**src/design/wcmd_consts.svh**
```systemverilog
// Purpose: Constants for the write-family command decoder.
// Assumes: Task-file fields arrive already assembled by the link layer.
// Notes:   Opcodes, reset values, last word index of a sector and error codes.
`ifndef WCMD_CONSTS_SVH
`define WCMD_CONSTS_SVH
`define OP_WR_DMA_A    8'hCA
`define OP_WR_DMA_B    8'hCB
`define OP_WR_DMA_EXT  8'h35
`define OP_WR_MULT     8'hC5
`define OP_WR_MULT_EXT 8'h39
`define OP_WR_SECT     8'h30
`define OP_WR_SECT_EXT 8'h34
`define OP_WR_NOERASE  8'h38
`define OP_WR_VERIFY   8'h3C
`define OP_SET_MULT    8'hC6
`define OP_SET_MAX     8'hF9
`define SPB_RESET      8'h01
`define MAX_LBA_RESET  48'hFFFFFFFFFFFF
`define WORDS_PER_SECT 8'hFF
`define ERR_IDNF       8'h10
`define ERR_ABRT       8'h04
`endif

```
**src/design/wcmd_pkg.sv**
```systemverilog
// Purpose: Types for the write-family command decoder.
// Assumes: Used by package-qualified name only.
// Notes:   Protocol and state enumerations.
package wcmd_pkg;
	typedef enum logic [1:0] {
		PROTO_NONE = 2'b00,
		PROTO_PIO  = 2'b01,
		PROTO_DMA  = 2'b10
	} proto_type;
	typedef enum logic [2:0] {
		ST_IDLE   = 3'b000,
		ST_XFER   = 3'b001,
		ST_VERIFY = 3'b010,
		ST_DONE   = 3'b011,
		ST_ERROR  = 3'b100
	} state_type;
endpackage

```
**src/design/ata_write_command_decoder.sv**
```systemverilog
// Purpose: Decode and run the write-family commands of the storage device.
// Assumes: Commands and data words are synchronous to core_clk.
// Notes:   Data passes through a two-entry buffer toward the media side.
//
// What this block does
// - CAh/CBh: DMA write, 8-bit count, zero=256
// - 35h: DMA write, 16-bit count, zero=65536
// - C5h: interrupt once per completed block
// - 39h: block interrupts, extended count and address
// - 30h: 1 to 256 sectors, zero=256
// - 34h: 1 to 65536 sectors, zero=65536
// - 38h: same as plain sector write
// - 3Ch: verify every sector before completion
// - Start at given address, then consecutive sectors
// - Block size set only by C6h
// - Beyond maximum address: reject with ID-not-found
`timescale 1ns/100ps
`include "wcmd_consts.svh"

module ata_write_command_decoder (
	// Clock, reset and enable.
	input  wire logic        core_clk,
	input  wire logic        arst_n,
	input  wire logic        clk_en,
	// Command from the host controller.
	input  wire logic        cmd_valid,
	input  wire logic [7:0]  cmd_opcode,
	input  wire logic [15:0] cmd_count,
	input  wire logic [47:0] cmd_lba,
	// Incoming data words from the host.
	input  wire logic        in_valid,
	output logic             in_ready,
	input  wire logic [15:0] in_data,
	// Outgoing data words toward the media.
	output logic             out_valid,
	input  wire logic        out_ready,
	output logic [15:0]      out_data,
	output logic [47:0]      out_lba,
	// Verify handshake with the media.
	output logic             verify_req,
	input  wire logic        verify_ok,
	// Status toward the host.
	output logic             busy,
	output logic             irq,
	output logic             cmd_error,
	output logic [7:0]       error_code,
	output wcmd_pkg::proto_type proto,
	output logic [16:0]      sect_left
);

	// -----------------------------------------------------------------
	// Command decoding
	// -----------------------------------------------------------------
	wire is_dma_short = cmd_opcode == `OP_WR_DMA_A || cmd_opcode == `OP_WR_DMA_B;
	wire is_dma_ext   = cmd_opcode == `OP_WR_DMA_EXT;
	wire is_mult      = cmd_opcode == `OP_WR_MULT;
	wire is_mult_ext  = cmd_opcode == `OP_WR_MULT_EXT;
	wire is_sect      = cmd_opcode == `OP_WR_SECT || cmd_opcode == `OP_WR_NOERASE;
	wire is_sect_ext  = cmd_opcode == `OP_WR_SECT_EXT;
	wire is_vfy       = cmd_opcode == `OP_WR_VERIFY;
	wire is_ext       = is_dma_ext | is_mult_ext | is_sect_ext;
	wire is_write     = is_dma_short | is_ext | is_mult | is_sect | is_vfy;
	wire is_dma       = is_dma_short | is_dma_ext;
	wire is_multi_any = is_mult | is_mult_ext;

	// Zero count means the full range of the field width.
	function automatic logic [16:0] expand_count(input logic [15:0] raw, input logic ext);
		logic [16:0] n;
		n = ext ? {1'b0, raw} : {9'h000, raw[7:0]};
		if (n == 17'h00000) begin
			n = ext ? 17'h10000 : 17'h00100;
		end
		return n;
	endfunction

	wire [16:0] next_count = expand_count(cmd_count, is_ext);
	// Short commands carry only a 28-bit address.
	wire [47:0] start_lba  = is_ext ? cmd_lba : {20'h00000, cmd_lba[27:0]};
	wire [47:0] last_lba   = start_lba + {31'h00000000, next_count} - 48'h000000000001;

	// -----------------------------------------------------------------
	// State
	// -----------------------------------------------------------------
	wcmd_pkg::state_type state;
	logic [7:0]  spb;        // Sectors per block for multiple writes.
	logic [47:0] max_lba;    // Highest accepted address.
	logic        multi;      // Current command interrupts per block.
	logic        verify;     // Current command verifies sectors.
	logic [7:0]  word_cnt;   // Word index within a sector.
	logic [7:0]  blk_cnt;    // Sectors completed in current block.
	logic [47:0] cur_lba;    // Address of sector being written.

	// Two-entry buffer, flip-flop storage indexed by pointer.
	logic [15:0] buf_mem [0:1];
	logic        wr_ptr;
	logic        rd_ptr;
	logic [1:0]  fill;

	wire accept = clk_en && cmd_valid && state == wcmd_pkg::ST_IDLE;
	wire in_xfer = state == wcmd_pkg::ST_XFER;
	assign in_ready  = in_xfer && fill != 2'h2;
	assign out_valid = in_xfer && fill != 2'h0; // Words wait while a sector verifies.
	assign out_data  = buf_mem[rd_ptr];
	wire push = clk_en && in_valid && in_ready;
	wire pop  = clk_en && out_valid && out_ready;
	wire sect_end  = pop && word_cnt == `WORDS_PER_SECT;
	wire last_sect = sect_left == 17'h00001;
	wire blk_end   = blk_cnt == spb - 8'h01;
	assign busy = state != wcmd_pkg::ST_IDLE;

	// Buffer pointers and fill level.
	always_ff @(posedge core_clk or negedge arst_n) begin
		if (!arst_n) begin
			wr_ptr <= 1'b0;
			rd_ptr <= 1'b0;
			fill   <= 2'h0;
		end else begin
			if (push) begin
				wr_ptr <= ~wr_ptr;
			end
			if (pop) begin
				rd_ptr <= ~rd_ptr;
			end
			fill <= fill + {1'b0, push} - {1'b0, pop};
		end
	end

	// Buffer storage holds no control, so it needs no reset.
	always_ff @(posedge core_clk) begin
		if (push) begin
			buf_mem[wr_ptr] <= in_data;
		end
	end

	// Block size and maximum address registers, changed only by set-multiple and set-max.
	always_ff @(posedge core_clk or negedge arst_n) begin
		if (!arst_n) begin
			spb     <= `SPB_RESET;
			max_lba <= `MAX_LBA_RESET;
		end else if (accept && cmd_opcode == `OP_SET_MULT && cmd_count[7:0] != 8'h00) begin
			spb <= cmd_count[7:0];
		end else if (accept && cmd_opcode == `OP_SET_MAX) begin
			max_lba <= cmd_lba;
		end
	end

	// Main command sequencer; interrupts are pulses that last one enabled cycle.
	always_ff @(posedge core_clk or negedge arst_n) begin
		if (!arst_n) begin
			state      <= wcmd_pkg::ST_IDLE;
			multi      <= 1'b0;
			verify     <= 1'b0;
			word_cnt   <= 8'h00;
			blk_cnt    <= 8'h00;
			cur_lba    <= 48'h000000000000;
			out_lba    <= 48'h000000000000;
			sect_left  <= 17'h00000;
			irq        <= 1'b0;
			cmd_error  <= 1'b0;
			error_code <= 8'h00;
			proto      <= wcmd_pkg::PROTO_NONE;
			verify_req <= 1'b0;
		end else if (clk_en) begin
			irq <= 1'b0;
			case (state)
				wcmd_pkg::ST_IDLE: begin
					if (accept && is_write) begin
						cmd_error <= 1'b0;
						error_code <= 8'h00;
						if (last_lba > max_lba) begin
							state <= wcmd_pkg::ST_ERROR;
						end else begin
							state     <= wcmd_pkg::ST_XFER;
							cur_lba   <= start_lba;
							out_lba   <= start_lba;
							sect_left <= next_count;
							multi     <= is_multi_any;
							verify    <= is_vfy;
							proto     <= is_dma ? wcmd_pkg::PROTO_DMA : wcmd_pkg::PROTO_PIO;
							word_cnt  <= 8'h00;
							blk_cnt   <= 8'h00;
						end
					end else if (accept && cmd_valid) begin
						// Non-write commands complete at once without data.
						irq <= 1'b1;
					end
				end
				wcmd_pkg::ST_XFER: begin
					if (pop) begin
						word_cnt <= word_cnt + 8'h01;
					end
					if (sect_end) begin
						cur_lba <= cur_lba + 48'h000000000001;
						out_lba <= cur_lba + 48'h000000000001;
						sect_left <= sect_left - 17'h00001;
						blk_cnt <= blk_end ? 8'h00 : blk_cnt + 8'h01;
						if (verify) begin
							state      <= wcmd_pkg::ST_VERIFY;
							verify_req <= 1'b1;
						end else if (last_sect) begin
							state <= wcmd_pkg::ST_DONE;
						end else if (proto == wcmd_pkg::PROTO_PIO) begin
							// Multiple writes pulse per block, plain writes per sector.
							irq <= multi ? blk_end : 1'b1;
						end
					end
				end
				wcmd_pkg::ST_VERIFY: begin
					if (verify_ok) begin
						verify_req <= 1'b0;
						if (sect_left == 17'h00000) begin
							state <= wcmd_pkg::ST_DONE;
						end else begin
							state <= wcmd_pkg::ST_XFER;
							irq   <= proto == wcmd_pkg::PROTO_PIO;
						end
					end
				end
				wcmd_pkg::ST_DONE: begin
					irq   <= 1'b1;
					proto <= wcmd_pkg::PROTO_NONE;
					state <= wcmd_pkg::ST_IDLE;
				end
				wcmd_pkg::ST_ERROR: begin
					irq        <= 1'b1;
					cmd_error  <= 1'b1;
					error_code <= `ERR_IDNF;
					state      <= wcmd_pkg::ST_IDLE;
				end
				default: begin
					state <= wcmd_pkg::ST_IDLE;
				end
			endcase
		end
	end

	// -----------------------------------------------------------------
	// Assertions
	// -----------------------------------------------------------------
	property p_busy_after_write;
		@(posedge core_clk) disable iff (!arst_n)
		accept && is_write |=> busy;
	endproperty
	a_busy_after_write: assert property (p_busy_after_write) else $error("Busy not raised.");

	property p_dma_count;
		@(posedge core_clk) disable iff (!arst_n)
		accept && is_dma_short && cmd_count[7:0] == 8'h00 && last_lba <= max_lba
		|=> sect_left == 17'h00100;
	endproperty
	a_dma_count: assert property (p_dma_count) else $error("Zero count not 256.");

	property p_ext_count;
		@(posedge core_clk) disable iff (!arst_n)
		accept && is_ext && cmd_count == 16'h0000 && last_lba <= max_lba
		|=> sect_left == 17'h10000;
	endproperty
	a_ext_count: assert property (p_ext_count) else $error("Zero ext count wrong.");

	property p_start_lba;
		@(posedge core_clk) disable iff (!arst_n)
		accept && is_write && last_lba <= max_lba |=> out_lba == $past(start_lba);
	endproperty
	a_start_lba: assert property (p_start_lba) else $error("Start address wrong.");

	property p_idnf;
		@(posedge core_clk) disable iff (!arst_n)
		accept && is_write && last_lba > max_lba |-> ##[1:3] (cmd_error && error_code == `ERR_IDNF);
	endproperty
	a_idnf: assert property (p_idnf) else $error("Out of range not rejected.");

	property p_spb_stable;
		@(posedge core_clk) disable iff (!arst_n)
		!(accept && cmd_opcode == `OP_SET_MULT) |=> $stable(spb);
	endproperty
	a_spb_stable: assert property (p_spb_stable) else $error("Block size changed.");

	property p_mult_irq;
		@(posedge core_clk) disable iff (!arst_n)
		state == wcmd_pkg::ST_XFER && multi && !verify && sect_end && !last_sect && !blk_end
		|=> !irq;
	endproperty
	a_mult_irq: assert property (p_mult_irq) else $error("Mid-block interrupt.");

	property p_verify_first;
		@(posedge core_clk) disable iff (!arst_n)
		state == wcmd_pkg::ST_XFER && verify && sect_end |=> state == wcmd_pkg::ST_VERIFY;
	endproperty
	a_verify_first: assert property (p_verify_first) else $error("Verify skipped.");

	property p_pio_proto;
		@(posedge core_clk) disable iff (!arst_n)
		accept && (is_sect || is_sect_ext) && last_lba <= max_lba |=> proto == wcmd_pkg::PROTO_PIO;
	endproperty
	a_pio_proto: assert property (p_pio_proto) else $error("Wrong protocol.");

endmodule

```
**config.mk**
```make
export PLATFORM = sky130hd
export DESIGN_NAME = ata_write_command_decoder
export DESIGN_NICKNAME = d
export VERILOG_FILES = /design/src/design/wcmd_pkg.sv /design/src/design/ata_write_command_decoder.sv
export VERILOG_INCLUDE_DIRS = /design/src /design/src/design
export SDC_FILE = /design/constraint.sdc
export NUM_CORES = 1
export LEC_CHECK = 0
export ABC_AREA = 1
export BUFFER_PORTS_ARGS = -buffer_cell sky130_fd_sc_hd__buf_2
export CORE_ASPECT_RATIO = 0.75
export CORE_MARGIN = 2
export CORE_UTILIZATION = 54
export CTS_CLUSTER_DIAMETER = 100
export DETAILED_ROUTE_END_ITERATION = 10
export PLACE_DENSITY = 0.81
export SLEW_MARGIN = 25
export SYNTH_ARGS = -nofsm -noshare
export SYNTH_HDL_FRONTEND = slang
export SYNTH_SLANG_ARGS = --single-unit
```
**constraint.sdc**
```tcl
create_clock -name core_clk -period 2.2 [get_ports core_clk]
set_input_delay 0 -clock core_clk [delete_from_list [all_inputs] [get_ports core_clk]]
set_output_delay 0 -clock core_clk [all_outputs]
set_load 0.03 [all_outputs]
```
==> flow_summary.json <==
{
  "coreArea_sq_mm": 0.02785,
  "insertion_delay_ns": 0.48,
  "syn2layout_area_growth_pct": 48.83,
  "overflow": 0,
  "root_buffer": "clkbuf_16",
  "dieHeight_um": 149.3,
  "grt_pass1_vias": 17180,
  "crit_slowest_cell": "ha_2",
  "synth_edf_count": 32,
  "yosys-top-cells-area": "dfrtp_1 17%, nand2_1 15%, ha_1 9.8%",
  "status": "finished with violations",
  "min_period_over_period_pct": 208.4,
  "gp_congestion": 1.012,
  "leakage_uw": 0.01120,
  "cts_inserted_buffers": 17,
  "layout-drive-gt1-share_pct": 34.73,
  "grt_setup_unrepaired": "true",
  "synth_most_common_cell": "nand2_1",
  "synth.distinct_cells": 48,
  "finalHoldWorstSlack_ns": 0.02279,
  "crit_type": "in -> reg",
  "fillers": 1714,
  "endpoint_kind": "flop",
  "ys_top_cells_by_count": "619 x nand2_1, 329 x inv_1, 223 x nor2_1, 200 x o21ai_0, 119 x ha_1",
  "synth_top_cell_by_area": "dfrtp_1",
  "critical_path_required_ns": 2.61,
  "routed_via_density": 5.832,
  "power.density_mw_per_mm2": 836.2,
  "num_rows": 53,
  "grt_max_degree": 59,
  "max_slew_margin_pct": 48.06,
  "final-seq-area_sq_mm": 0.004801,
  "failed_checks": "setup timing",
  "avgRoutedWirePerCell_um": 20.97,
  "hpwl_um": 46090,
  "die_x_um": 197.8,
  "async_flop_share_pct": 82.51,
  "multiInputGateArea_sq_mm": 0.01028,
  "tightestPinTransition_ns": 0.7791,
  "fin_util_pct": 81.25,
  "hp-class": "in -> reg",
  "port_buffers": 184,
  "vias": 18760,
  "yosysWarnings": 0,
  "synthFlopType": "dfrtp_1",
  "critPathTopFamily": "simple AND/OR/NAND/NOR gates",
  "finalWirelength_um": 67440,
  "finalSetupViolCount": 87,
  "maxSlewViolCount": 0,
  "antenna_cells": 0,
  "grt_pass1_wl_um": 94610,
  "htreeDepth": 4,
  "synth_seq_cells": 183,
  "drt_pre_antenna_iters": 7,
  "ir_drop_v": 0.0006191,
  "io_pins": 192,
  "antenna_found_initial": 0,
  "start_kind": "input pin",
  "initial_utilization_pct": 54.60,
  "cts_tree": "done",
  "synth.avg_cell_area_sq_um": 6.880,
  "clockBufferDepth": 2,
  "fin_skew_ns": 0.01300,
  "cts.clk_slew.worst_paths_ns": 0.09,
  "worstPathArrival_ns": 5.00,
  "finalHoldViolations": 0,
  "synthesis.area_sq_mm": 0.01521,
  "power_uw": 18920,
  "ys_seq_area_share_pct": 31.57,
  "yosysTopAreaCellShare_pct": 16.79,
  "cp_max_fo": 7,
  "drt-initial-drc-count": 2221,
  "critical_path.max_stage_delay_ns": 0.41,
  "synthCells": 2210,
  "postRouteAntennaNets": 0,
  "finalCriticalPeriod_ns": 4.585,
  "track_usage_pct": 42.10,
  "remaining_drc_errors": 0,
  "clkSinkCount": 183,
  "die_area_sq_mm": 0.02953,
  "cap_violations": 0,
  "crit_buf_inv": 8,
  "nNetsFinal": 3061,
  "layout_setup_ws_ns": -2.385,
  "fmax_mhz": 218.1
}
-- where the power goes --
group	internal, uW	total, uW	switching [uW]
Clock	1580	3340	1760
Combinational	4140	10700	6520
Sequential	4070	4930	862
-- registers in the layout (all words and copies together) (netlist names), 3 cells and up --
name and cells:
state 3, spb 8, max_lba 48, sect_left 17, blk_cnt 8, buf_mem 32, word_cnt 8, out_lba 48
-- routing by layer --
| metal | wire (um) | up-vias | part of all wire, % | global-route usage [%] |
|---|---|---|---|---|
| met1 | 26920 | 8697 | 40 | 58.65 |
| li1 | - | 8396 | - | - |
| met4 | 3010 | 2 | 4.5 | 14.70 |
| met5 | 50 | - | 0.074 | 0 |
| met2 | 28710 | 1380 | 43 | 63.59 |
| met3 | 8741 | 280 | 13 | 10.54 |
-- cell families (layout without fill, tap and decap cells) --
group,after synthesis,count (layout),synth area share (%)
buf+inv,387,1029,10.15
flops,183,183,31.57
xor+xnor,97,97,5.587
mux,31,31,2.296
compound gates,354,354,12.33
other cells,1,7,0.02466
fa+ha+maj,120,120,9.923
simple gates,1037,1038,28.12
-- worst paths after layout --
check,start,to,slack (ns),cells past startpoint
hold reg to reg,max_lba[23]$_DFFE_PN1P_,max_lba[23]$_DFFE_PN1P_,0.50,2
min in group asynchronous,arst_n,out_lba[12]$_DFFE_PN0P_,0.07,2
setup / recovery,cmd_opcode[3],sect_left[8]$_DFFE_PN0P_,-2.38,35
setup reg to reg,max_lba[11]$_DFFE_PN1P_,sect_left[8]$_DFFE_PN0P_,-0.55,15
max in group asynchronous,arst_n,max_lba[2]$_DFFE_PN1P_,1.38,3
hold / removal,cmd_lba[18],out_lba[18]$_DFFE_PN0P_,0.02,6
-- what timing repair did --
item / in CTS / in global routing
setup buffers: 13 / 13
hold buffers: 73 / 1
gates cloned: 3 / 15
setup endpoints to repair: 87 / 107
gates resized for setup: 154 / 242
hold endpoints to repair: 205 / 1
pin swaps: 31 / 70
-- worst register-to-register path, cell delays in order (launching register included) --
cell,delay (ns)
dfstp_2,0.55
inv_1,0.05
ha_1,0.31
nand2_1,0.09
nor2_1,0.18
nand2_2,0.13
nor3_4,0.23
buf_4,0.14
nand4_1,0.15
nand3_4,0.18
nand2_8,0.09
buf_12,0.15
inv_12,0.11
clkbuf_16,0.17
nand2_1,0.08
nand2_1,0.10
-- cell type report --
| type | count | area share (%) |
|---|---|---|
| clock inverter | 15 | 0.8791 |
| timing repair buffer | 662 | 22.96 |
| sequential | 183 | 21.21 |
| multi-input combinational | 1647 | 45.42 |
| tap | 357 | 1.974 |
| inverter | 334 | 5.639 |
| clock buffer | 17 | 1.880 |
| timing repair inverter | 1 | 0.03317 |
-- layout by cell type, fill, tap and decap left out, types with 34 or more instances in the layout --
master,count
nand3_1,64
buf_4,367
xor2_1,61
a21oi_1,83
nand4_1,34
dlygate4sd3_1,74
nand2_2,79
buf_2,178
inv_1,313
nor2_1,189
dfstp_2,49
nand2_4,34
nor3_1,35
nand2_1,507
ha_1,105
o21ai_0,145
dfrtp_1,102
-- stage by stage --
| stage | std cells | area, sq um | setup TNS [ns] | worst slack [ns] |
|---|---|---|---|---|
| after detailed placement | 3067 | 19340 | -259.44 | -3.061 |
| after global placement | 3067 | 19340 | -256.51 | -3.018 |
| final | 3216 | 22630 | -197.58 | -2.385 |
| after floorplan | 2216 | 15420 | -147.53 | -1.739 |
| after global routing | 3216 | 22630 | -212.82 | -2.534 |
| after CTS | 3188 | 21440 | -168.14 | -2.004 |
Power figures use the tool's default switching activity.
